[config.mk]
export PLATFORM = sky130hd
export DESIGN_NAME = dtc_core
export DESIGN_NICKNAME = d
export VERILOG_FILES = /design/src/shared/dtc_pkg.sv /design/src/shared/dtc_mem_if.sv /design/src/rtl/dtc_core.sv /design/src/rtl/dtc_mem_port.sv /design/src/rtl/dtc_irq.sv
export VERILOG_INCLUDE_DIRS = /design/src /design/src/shared
export SDC_FILE = /design/constraint.sdc
export NUM_CORES = 1
export LEC_CHECK = 0
export BUFFER_PORTS_ARGS = -buffer_cell sky130_fd_sc_hd__buf_2
export CAP_MARGIN = 10
export CORE_UTILIZATION = 60
export DETAILED_ROUTE_END_ITERATION = 7
export PLACE_DENSITY = 0.86
export SLEW_MARGIN = 5
export SYNTH_ARGS = -nofsm -noshare
export SYNTH_HDL_FRONTEND = slang
export SYNTH_SLANG_ARGS = --single-unit
[constraint.sdc]
create_clock -name clk_sys_in -period 6.3 [get_ports clk_sys_in]
set_input_delay 0.315 -clock clk_sys_in [delete_from_list [all_inputs] [get_ports clk_sys_in]]
set_output_delay 0.315 -clock clk_sys_in [all_outputs]
set_load 0.01 [all_outputs]
[src/shared/dtc_defs.svh]
// register offsets, field positions, reset values and fixed addresses of the transfer controller
`ifndef DTC_DEFS_SVH
`define DTC_DEFS_SVH

// ----------------------------------------
// register offsets (byte addresses)
// ----------------------------------------
`define DTC_OFF_ACT 8'h00
`define DTC_OFF_MHC 8'h04
`define DTC_OFF_ISTAT 8'h08
`define DTC_OFF_IMASK 8'h0c
`define DTC_OFF_STAT 8'h10

// ----------------------------------------
// fields and reset values
// ----------------------------------------
`define DTC_ACT_EN_BIT 7
`define DTC_MHC_HALT_BIT 14
`define DTC_MHC_RESET 16'h3fff
`define DTC_VEC_BASE 24'h000400
`define DTC_MODE_WORD_BIT 0
`define DTC_MODE_INTERRUPT_DISABLE_SELECT_BIT 1
`define DTC_MODE_SINC_BIT 2
`define DTC_MODE_DINC_BIT 3
`define DTC_IRQ_XFER_BIT 0
`define DTC_IRQ_COUNT_BIT 1
`define DTC_IRQ_W 2
`define DTC_INFO_LAST 2'h2
`define DTC_STAT_BUSY_BIT 0
`define DTC_STAT_HALT_BIT 1
`define DTC_STAT_EN_BIT 2

`endif

[src/shared/dtc_pkg.sv]
// types shared by the transfer controller modules
package dtc_pkg;
  typedef enum logic [6:0] {
    S_IDLE = 7'h01,
    S_VEC = 7'h02,
    S_INFO = 7'h04,
    S_SRC = 7'h08,
    S_DST = 7'h10,
    S_WBACK = 7'h20,
    S_FIN = 7'h40
  } dtc_state_t;
endpackage : dtc_pkg

[src/shared/dtc_mem_if.sv]
// request and answer path between the controller core and its 32-bit memory port
`timescale 1ns/1ps
`default_nettype none
interface dtc_mem_if;
  logic req;
  logic we;
  logic [23:0] addr;
  logic [31:0] wdata;
  logic [3:0] be;
  logic [31:0] rdata;
  logic rvalid;
  modport core (output req, output we, output addr, output wdata, output be,
                input rdata, input rvalid);
  modport port (input req, input we, input addr, input wdata, input be,
                output rdata, output rvalid);
endinterface : dtc_mem_if
`default_nettype wire

[src/rtl/dtc_core.sv]
// data transfer controller core: software activation, normal-mode moves, info write-back
//
// Notes on behaviour
// register info is read and written over a 32-bit path, one state each
// software must enable the on-chip ram before using the controller
// enable bit 7 gates software activation; reset value zero blocks it
// software clears the enable bit by reading one, then writing zero
// enable clears when interrupt-disable select is zero and count not ended
// enable holds after disable-select end, count end, and during a transfer
// bits six to zero hold the software activation vector number
// vector address is base 0x400 plus vector number shifted left once
// halt bit fourteen stops the controller after the current bus cycle; the code only blocks a new start, a running transfer completes
// writing one to the halt bit is ignored while busy
// 16-bit halt register loads 0x3fff on reset and hardware standby
// each normal-mode operation moves exactly one byte or one word
// transfer count runs from 1 to 65536, zero meaning 65536
// when the count is exhausted a cpu interrupt can be raised
// info supplies source, destination and count a; count b unused
// count decremented and info written back before next activation
//
// The implementer's own choices: the placing of the registers and the plain strobed port.
`timescale 1ns/1ps
`default_nettype none
`include "dtc_defs.svh"
module dtc_core (
  input wire logic clk_sys_in,
  input wire logic sys_rst_in,
  input wire logic ce_in,
  input wire logic hw_standby_in,
  input wire logic [7:0] reg_addr_in,
  input wire logic [31:0] reg_wdata_in,
  input wire logic reg_we_in,
  input wire logic reg_re_in,
  output logic [31:0] reg_rdata_out,
  input wire logic [31:0] mem_rdata_in,
  output logic [23:0] mem_addr_out,
  output logic [31:0] mem_wdata_out,
  output logic [3:0] mem_be_out,
  output logic mem_re_out,
  output logic mem_we_out,
  output logic busy_out,
  output logic irq_out
);
  import dtc_pkg::*;

  // ----------------------------------------
  // declarations
  // ----------------------------------------
  dtc_mem_if mem ();
  dtc_state_t state;
  logic issued;
  logic [1:0] info_idx;
  logic act_en;
  logic [6:0] act_vec;
  logic clr_armed;
  logic [15:0] mhc;
  logic stby_s1;
  logic stby_s2;
  logic [23:0] info_ptr;
  logic [7:0] mode;
  logic [23:0] source_pointer;
  logic [23:0] destination_pointer;
  logic [15:0] count_register_a;
  logic [15:0] count_register_b;
  logic [15:0] unit;
  logic done_cnt;
  logic [23:0] vec_addr;
  logic [23:0] step;
  logic halt;
  logic is_word;
  logic interrupt_disable_select;
  logic wr_act;
  logic rd_act;
  logic wr_mhc;
  logic start;
  logic [`DTC_IRQ_W-1:0] irq_set;
  logic [`DTC_IRQ_W-1:0] irq_stat;
  logic [`DTC_IRQ_W-1:0] irq_mask;
  logic [15:0] next_unit;
  logic [31:0] next_wdata;
  logic [3:0] next_be;

  assign halt = mhc[`DTC_MHC_HALT_BIT];
  assign is_word = mode[`DTC_MODE_WORD_BIT];
  assign interrupt_disable_select = mode[`DTC_MODE_INTERRUPT_DISABLE_SELECT_BIT];
  assign wr_act = reg_we_in && (reg_addr_in == `DTC_OFF_ACT);
  assign rd_act = reg_re_in && (reg_addr_in == `DTC_OFF_ACT);
  assign wr_mhc = reg_we_in && (reg_addr_in == `DTC_OFF_MHC);
  assign vec_addr = `DTC_VEC_BASE + {16'h0000, act_vec, 1'b0};
  assign step = is_word ? 24'h000002 : 24'h000001;
  // activation only by writing one to the enable bit, never while halted
  assign start = wr_act && reg_wdata_in[`DTC_ACT_EN_BIT] && (state == S_IDLE) && !halt;

  // ----------------------------------------
  // data unit alignment
  // ----------------------------------------
  always_comb
  begin
    next_unit = 16'h0000;
    if (is_word)
      next_unit = source_pointer[1] ? mem.rdata[31:16] : mem.rdata[15:0];
    else
      case (source_pointer[1:0])
        2'h0: next_unit = {8'h00, mem.rdata[7:0]};
        2'h1: next_unit = {8'h00, mem.rdata[15:8]};
        2'h2: next_unit = {8'h00, mem.rdata[23:16]};
        default: next_unit = {8'h00, mem.rdata[31:24]};
      endcase
    // one unit per operation: byte lane or half-word lanes only
    next_wdata = is_word ? {unit, unit} : {4{unit[7:0]}};
    next_be = is_word ? (destination_pointer[1] ? 4'hc : 4'h3) : (4'h1 << destination_pointer[1:0]);
  end

  // ----------------------------------------
  // memory requests
  // ----------------------------------------
  always_comb
  begin
    mem.req = 1'b0;
    mem.we = 1'b0;
    mem.addr = 24'h000000;
    mem.wdata = 32'h00000000;
    mem.be = 4'hf;
    if (!issued)
      case (state)
        S_VEC:
        begin
          mem.req = 1'b1;
          mem.addr = {vec_addr[23:2], 2'b00};
        end
        S_INFO:
        begin
          mem.req = 1'b1;
          mem.addr = info_ptr + {20'h00000, info_idx, 2'b00};
        end
        S_SRC:
        begin
          mem.req = 1'b1;
          mem.addr = {source_pointer[23:2], 2'b00};
        end
        S_DST:
        begin
          mem.req = 1'b1;
          mem.we = 1'b1;
          mem.addr = {destination_pointer[23:2], 2'b00};
          mem.wdata = next_wdata;
          mem.be = next_be;
        end
        S_WBACK:
        begin
          mem.req = 1'b1;
          mem.we = 1'b1;
          mem.addr = info_ptr + {20'h00000, info_idx, 2'b00};
          case (info_idx)
            2'h0: mem.wdata = {mode, source_pointer};
            2'h1: mem.wdata = {8'h00, destination_pointer};
            default: mem.wdata = {count_register_b, count_register_a};
          endcase
        end
        default: mem.req = 1'b0;
      endcase
  end

  // ----------------------------------------
  // sequencer
  // ----------------------------------------
  always_ff @(posedge clk_sys_in)
  begin
    if (sys_rst_in)
    begin
      state <= S_IDLE;
      issued <= 1'b0;
      info_idx <= 2'h0;
    end
    else if (ce_in)
      case (state)
        S_IDLE:
          if (start)
            state <= S_VEC;
        S_VEC, S_INFO, S_SRC:
          if (!issued)
            issued <= 1'b1;
          else if (mem.rvalid)
          begin
            issued <= 1'b0;
            if (state == S_VEC)
            begin
              info_idx <= 2'h0;
              state <= S_INFO;
            end
            else if (state == S_SRC)
              state <= S_DST;
            else if (info_idx == `DTC_INFO_LAST)
              state <= S_SRC;
            else
              info_idx <= info_idx + 2'h1;
          end
        S_DST:
        begin
          info_idx <= 2'h0;
          state <= S_WBACK;
        end
        S_WBACK:
          if (info_idx == `DTC_INFO_LAST)
            state <= S_FIN;
          else
            info_idx <= info_idx + 2'h1;
        S_FIN: state <= S_IDLE;
        default: state <= S_IDLE;
      endcase
  end

  // ----------------------------------------
  // transfer info registers
  // ----------------------------------------
  always_ff @(posedge clk_sys_in)
  begin
    if (sys_rst_in)
    begin
      info_ptr <= 24'h000000;
      mode <= 8'h00;
      source_pointer <= 24'h000000;
      destination_pointer <= 24'h000000;
      count_register_a <= 16'h0000;
      count_register_b <= 16'h0000;
      unit <= 16'h0000;
      done_cnt <= 1'b0;
    end
    else if (ce_in && issued && mem.rvalid)
      case (state)
        S_VEC:
          // info blocks are word aligned
          info_ptr <= {8'h00, (vec_addr[1] ? mem.rdata[31:16] : mem.rdata[15:0]) & 16'hfffc};
        S_INFO:
          case (info_idx)
            2'h0: {mode, source_pointer} <= mem.rdata;
            2'h1: destination_pointer <= mem.rdata[23:0];
            default: {count_register_b, count_register_a} <= mem.rdata;
          endcase
        S_SRC: unit <= next_unit;
        default: unit <= unit;
      endcase
    else if (ce_in && state == S_DST)
    begin
      if (mode[`DTC_MODE_SINC_BIT])
        source_pointer <= source_pointer + step;
      if (mode[`DTC_MODE_DINC_BIT])
        destination_pointer <= destination_pointer + step;
      // zero wraps to 0xffff, so a count of zero runs 65536 times
      count_register_a <= count_register_a - 16'h0001;
      done_cnt <= (count_register_a == 16'h0001);
    end
  end

  // ----------------------------------------
  // software activation register
  // ----------------------------------------
  always_ff @(posedge clk_sys_in)
  begin
    if (sys_rst_in)
    begin
      act_en <= 1'b0;
      act_vec <= 7'h00;
      clr_armed <= 1'b0;
    end
    else if (ce_in)
    begin
      if (state == S_FIN && !interrupt_disable_select && !done_cnt)
        act_en <= 1'b0;
      else if (state == S_IDLE && wr_act)
      begin
        // writes during a transfer are dropped so the bit holds at one
        act_vec <= reg_wdata_in[6:0];
        if (reg_wdata_in[`DTC_ACT_EN_BIT])
          act_en <= 1'b1;
        else if (clr_armed)
          act_en <= 1'b0;
      end
      if (rd_act && act_en)
        clr_armed <= 1'b1;
      else if (wr_act)
        clr_armed <= 1'b0;
    end
  end

  // ----------------------------------------
  // halt register
  // ----------------------------------------
  always_ff @(posedge clk_sys_in)
  begin
    if (sys_rst_in)
    begin
      stby_s1 <= 1'b0;
      stby_s2 <= 1'b0;
    end
    else if (ce_in)
    begin
      stby_s1 <= hw_standby_in;
      stby_s2 <= stby_s1;
    end
  end

  always_ff @(posedge clk_sys_in)
  begin
    if (sys_rst_in)
      mhc <= `DTC_MHC_RESET;
    else if (ce_in)
    begin
      if (stby_s2)
        mhc <= `DTC_MHC_RESET;
      else if (wr_mhc)
      begin
        mhc <= reg_wdata_in[15:0];
        if (state != S_IDLE)
          mhc[`DTC_MHC_HALT_BIT] <= mhc[`DTC_MHC_HALT_BIT];
      end
    end
  end

  // ----------------------------------------
  // events, read-back, outputs
  // ----------------------------------------
  assign irq_set[`DTC_IRQ_XFER_BIT] = (state == S_FIN);
  assign irq_set[`DTC_IRQ_COUNT_BIT] = (state == S_FIN) && (done_cnt || interrupt_disable_select);

  dtc_irq #(.W(`DTC_IRQ_W)) u_irq (
    .clk_sys_in(clk_sys_in),
    .sys_rst_in(sys_rst_in),
    .ce_in(ce_in),
    .set_in(irq_set),
    .clr_we_in(reg_we_in && (reg_addr_in == `DTC_OFF_ISTAT)),
    .mask_we_in(reg_we_in && (reg_addr_in == `DTC_OFF_IMASK)),
    .wdata_in(reg_wdata_in[`DTC_IRQ_W-1:0]),
    .status_out(irq_stat),
    .mask_out(irq_mask),
    .irq_out(irq_out)
  );

  dtc_mem_port u_port (
    .clk_sys_in(clk_sys_in),
    .sys_rst_in(sys_rst_in),
    .ce_in(ce_in),
    .mem(mem.port),
    .mem_rdata_in(mem_rdata_in),
    .mem_addr_out(mem_addr_out),
    .mem_wdata_out(mem_wdata_out),
    .mem_be_out(mem_be_out),
    .mem_re_out(mem_re_out),
    .mem_we_out(mem_we_out)
  );

  always_ff @(posedge clk_sys_in)
  begin
    if (sys_rst_in)
    begin
      reg_rdata_out <= 32'h00000000;
      busy_out <= 1'b0;
    end
    else if (ce_in)
    begin
      busy_out <= (state != S_IDLE);
      reg_rdata_out <= 32'h00000000;
      if (reg_re_in)
        case (reg_addr_in)
          `DTC_OFF_ACT: reg_rdata_out <= {24'h000000, act_en, act_vec};
          `DTC_OFF_MHC: reg_rdata_out <= {16'h0000, mhc};
          `DTC_OFF_ISTAT: reg_rdata_out <= {30'h0, irq_stat};
          `DTC_OFF_IMASK: reg_rdata_out <= {30'h0, irq_mask};
          `DTC_OFF_STAT: reg_rdata_out <= {count_register_a, 13'h0000, act_en, halt, state != S_IDLE};
          default: reg_rdata_out <= 32'h00000000;
        endcase
    end
  end
endmodule : dtc_core
`default_nettype wire

[src/rtl/dtc_mem_port.sv]
// registered 32-bit memory port: one state per access, read data one cycle after the strobe
`timescale 1ns/1ps
`default_nettype none
module dtc_mem_port (
  input wire logic clk_sys_in,
  input wire logic sys_rst_in,
  input wire logic ce_in,
  dtc_mem_if.port mem,
  input wire logic [31:0] mem_rdata_in,
  output logic [23:0] mem_addr_out,
  output logic [31:0] mem_wdata_out,
  output logic [3:0] mem_be_out,
  output logic mem_re_out,
  output logic mem_we_out
);
  import dtc_pkg::*;

  // ----------------------------------------
  // request registers
  // ----------------------------------------
  always_ff @(posedge clk_sys_in)
  begin
    if (sys_rst_in)
    begin
      mem_addr_out <= 24'h000000;
      mem_wdata_out <= 32'h00000000;
      mem_be_out <= 4'h0;
      mem_re_out <= 1'b0;
      mem_we_out <= 1'b0;
    end
    else if (ce_in)
    begin
      mem_addr_out <= mem.addr;
      mem_wdata_out <= mem.wdata;
      mem_be_out <= mem.we ? mem.be : 4'hf;
      mem_re_out <= mem.req & ~mem.we;
      mem_we_out <= mem.req & mem.we;
    end
  end

  // ----------------------------------------
  // answer
  // ----------------------------------------
  always_ff @(posedge clk_sys_in)
  begin
    if (sys_rst_in)
      mem.rvalid <= 1'b0;
    else if (ce_in)
      mem.rvalid <= mem_re_out;
  end

  // same clock as the ram, so no synchroniser on the data
  assign mem.rdata = mem_rdata_in;
endmodule : dtc_mem_port
`default_nettype wire

[src/rtl/dtc_irq.sv]
// sticky event status with write-one-to-clear, mask and one level interrupt
`timescale 1ns/1ps
`default_nettype none
module dtc_irq #(
  parameter int W = 2
) (
  input wire logic clk_sys_in,
  input wire logic sys_rst_in,
  input wire logic ce_in,
  input wire logic [W-1:0] set_in,
  input wire logic clr_we_in,
  input wire logic mask_we_in,
  input wire logic [W-1:0] wdata_in,
  output logic [W-1:0] status_out,
  output logic [W-1:0] mask_out,
  output logic irq_out
);
  import dtc_pkg::*;

  // ----------------------------------------
  // status, mask, line
  // ----------------------------------------
  always_ff @(posedge clk_sys_in)
  begin
    if (sys_rst_in)
      status_out <= '0;
    else if (ce_in)
      // set wins over a clear in the same cycle
      status_out <= (status_out & ~(clr_we_in ? wdata_in : '0)) | set_in;
  end

  always_ff @(posedge clk_sys_in)
  begin
    if (sys_rst_in)
      mask_out <= '0;
    else if (ce_in && mask_we_in)
      mask_out <= wdata_in;
  end

  always_ff @(posedge clk_sys_in)
  begin
    if (sys_rst_in)
      irq_out <= 1'b0;
    else if (ce_in)
      irq_out <= |(status_out & mask_out);
  end
endmodule : dtc_irq
`default_nettype wire

==> flow_metrics.env <==
export IMPL_slew_headroom_pct=22.59
export IMPL_first_global_vias=12337
export IMPL_synth_top_family_by_area="compound AO/OA/AOI/OAI gates"
export IMPL_synth_edf_count=0
export IMPL_pre_cts_ws_ns=2.768
export IMPL_fmax_mhz=309.2
export IMPL_synthArstFlopShare_pct=0
export IMPL_clock_sinks=255
export IMPL_path_max_fanout=55
export IMPL_firstDrtPassIters=6
export IMPL_p_per_area_nw_per_um2=238.6
export IMPL_synthTopCellsByArea="dfxtp_1 39%, nand2_1 5.8%, a21oi_1 5.8%"
export IMPL_finalHoldViolCount=0
export IMPL_htreeDepth=1
export IMPL_dieHeight_um=150.4
export IMPL_status="complete, no violations"
export IMPL_synth_seq_cells=255
export IMPL_drt_iter0_drc=1684
export IMPL_cp_required_ns=6.78
export IMPL_core_rowCount=53
export IMPL_synthXorXnorAreaFrac_pct=0.9943
export IMPL_antenna_cells=0
export IMPL_met3_usage_pct=8.515
export IMPL_critPathArrivalTime_ns=3.72
export IMPL_seq_power_share_pct=45.5
export IMPL_start_util_pct=62.07
export IMPL_tns_ns=0
export IMPL_place_hpwl_mm=32.84
export IMPL_yosys_area_share_simple_pct=20.89
export IMPL_end_kind="register"
export IMPL_nets=1787
export IMPL_r2r_end="source_pointer[19]$_SDFFE_PP0P_"
export IMPL_skew_ns=0.01169
export IMPL_p_sw_share_pct=22.32
export IMPL_r2r_slack_ns=3.07
export IMPL_intPower_mw=2.764
export IMPL_hold_start="reg_wdata_in[15]"
export IMPL_port_buffers=155
export IMPL_synth_ff_type="dfxtp_1"
export IMPL_yosys_warnings=0
export IMPL_worstSetupPathType="reg2reg"
export IMPL_clk_latency_ns=0.56
export IMPL_finish_utilization_pct=70.05
export IMPL_routed_wl_mm=47.08
export IMPL_grt_max_degree=149
export IMPL_power_switching_mw=0.7939
export IMPL_cts_root_buffer="clkbuf_16"
export IMPL_whs_path_depth=3
export IMPL_ys_types=90
export IMPL_cts_buffer_depth=3
export IMPL_yosysSeqAreaShare_pct=38.64
export IMPL_reg2reg_from="issued$_SDFFE_PP0P_"
export IMPL_clkTransAtPathRegs_ns=0.06
export IMPL_wl_per_cell_um=23.65
export IMPL_netlist_instances=1626
export IMPL_die_w_um=150.4
export IMPL_worst_pin_slew_ns=1.161
export IMPL_post_route_cells_drive_above_1_share_pct=15.44
export IMPL_drv_cap=0
export IMPL_cts_tree="built"
export IMPL_start_kind="register"
export IMPL_min_period_ns=3.234
export IMPL_grt_first_pass_wirelength_mm=71.53
export IMPL_dieArea_um2=22620
export IMPL_synth_mux_area_share_pct=4.403
export IMPL_reg2reg_depth=5
export IMPL_synth_compound_area_share_pct=27.77
export IMPL_postCtsSetupRepairBufs=0
export IMPL_min_to="mhc[15]$_SDFFE_PP0P_"
export IMPL_yosysTopAreaCell="dfxtp_1"
export IMPL_drc_errors=0
export IMPL_synth_area_um2=13210
export IMPL_rsz0062_at_grt="no"
export IMPL_p_leak_nw=5.200
export IMPL_yosysTopAreaCellShare_pct=38.64
export IMPL_setup_violations=0
export IMPL_comb_power_share_pct=3.6
export IMPL_vias=13600
export IMPL_finalWeightedCongestion=1.025
export IMPL_grt_antenna_before_repair=0
export IMPL_ios=174
export IMPL_gr_usage_met2_pct=61.24
export IMPL_busiest_layer="met2"
export IMPL_yosysMostFrequentCell="dfxtp_1"
export IMPL_p_clk_share_pct=50.9
export IMPL_vias_per_cell=6.831
export IMPL_peakVddDrop_mv=0.1969
export IMPL_ys_top_cells_by_count="255 x dfxtp_1, 205 x nand2_1, 161 x nor2_1, 152 x a21oi_1, 104 x clkbuf_1"
export IMPL_finalWorstSetupSlack_ns=3.066
export IMPL_grtUsageMet1_pct=54.49
export IMPL_avgSynthCellArea_um2=8.126
export IMPL_track_usage_pct=41.35
export IMPL_min_delay_path_class="in2reg"
export IMPL_cts_buffers_inserted=27
export IMPL_synthAdderAreaFrac_pct=1.496
export IMPL_timing_final_crit_share_pct=51.33
export IMPL_design_core_area_um2=21290
export IMPL_areaGrowthSynthToFinish_pct=12.85
export IMPL_slew_violations=0
export IMPL_grt_ovfl_total=0
export IMPL_drtAntennaViolNets=0
[flip-flops by register name, indices dropped and copies added, names as in the netlist, 4 cells and up]
register	cells
destination_pointer	24
unit	16
u_port.mem_wdata_out	32
source_pointer	24
count_register_b	16
u_port.mem_be_out	4
count_register_a	16
state	7
mhc	16
act_vec	7
info_ptr	14
u_port.mem_addr_out	22
reg_rdata_out	32
mode	8
[stage by stage]
step | hold WS, ns | cell area, um^2 | power (mW) | cells
final | 0.008099 | 14910 | 3.558 | 1991
after global routing | 0.009584 | 14910 | 3.634 | 1991
after CTS | 0.0007317 | 14900 | 3.552 | 1990
after detailed placement | 0.4435 | 13780 | 1.769 | 1929
after global placement | 0.4330 | 13780 | 1.769 | 1929
after floorplan | 0.4270 | 13220 | 1.711 | 1627
[area by class of cell]
cell class / instances / area [um^2]
Timing Repair Buffer: 183 / 1020
Tap cell: 275 / 344.1
Multi-Input combinational cell: 1208 / 7356
Clock buffer: 32 / 724.4
Inverter: 20 / 75.07
Fill cell: 1723 / 6376
Sequential cell: 255 / 5105
Clock inverter: 18 / 286.5
[worst max-delay path: stages (launching register included)]
cell and delay, ns:
dfxtp_1 0.44, and3_2 0.96, and4_1 0.76, a21oi_2 0.25, or4_1 0.57, a31oi_1 0.16
[cell families after synthesis]
group                      Yosys count
buffers and inverters              164
other                                1
adders and majority gates           14
muxes                               57
AOI/OAI and AO/OA                  545
and+or+nand+nor                    575
DFF                                255
xor gates and xnor gates            15
[cells in the final DEF, fill, tap and decap left out, types with 18 or more instances in the layout]
| cell type | synthesis | routed |
|---|---|---|
| a211oi_1 | 31 | 31 |
| a21oi_1 | 152 | 152 |
| a222oi_1 | 18 | 18 |
| a22o_1 | 34 | 34 |
| a22oi_1 | 62 | 62 |
| buf_2 | 17 | 154 |
| clkbuf_16 | 0 | 27 |
| dfxtp_1 | 255 | 255 |
| inv_1 | 20 | 19 |
| mux2i_1 | 48 | 48 |
| nand2_1 | 205 | 205 |
| nand3_1 | 50 | 50 |
| nand4_1 | 19 | 19 |
| nor2_1 | 161 | 160 |
| nor3_1 | 29 | 29 |
| o21ai_0 | 81 | 81 |
| o22ai_1 | 22 | 22 |
[metal layers]
metal  vias to the layer above  routed length, um  part of all wire (%)
met5                         -                  0                     0
met4                         0               3436                   7.3
met3                       187               5623                    12
met2                       888              19840                    42
met1                      6355              18180                    39
li1                       6170                  -                     -
[power by group through the flow]
stage          combinational [mW]  sequential [mW]  clock [mW]
6_report                    0.128             1.62        1.81
2_1_floorplan              0.0571             1.65           0
4_1_cts                     0.122             1.62        1.81
3_5_place_dp                0.116             1.65           0
5_1_grt                     0.133             1.62        1.89
3_3_place_gp                0.116             1.65           0
[how the worst max path moves through the flow]
stage                         start                              end  slack (ns)  depth (start not counted)
2_1_floorplan  mode[0]$_SDFFE_PP0P_  source_pointer[16]$_SDFFE_PP0P_        3.31                         10
3_5_place_dp                  ce_in  source_pointer[19]$_SDFFE_PP0P_        2.77                          6
4_1_cts         issued$_SDFFE_PP0P_  source_pointer[19]$_SDFFE_PP0P_        3.18                          5
5_1_grt         issued$_SDFFE_PP0P_  source_pointer[19]$_SDFFE_PP0P_        3.00                          5
6_report        issued$_SDFFE_PP0P_  source_pointer[19]$_SDFFE_PP0P_        3.07                          5
3_3_place_gp                  ce_in  source_pointer[19]$_SDFFE_PP0P_        2.77                          6
[repair_timing]
item,4_1_cts,5_1_grt
hold buffers,11,0
gates resized for setup,0,0
hold endpoints to repair,11,0
endpoints found under the setup margin,0,0
Note: power is estimated with default switching activity, not from simulation.
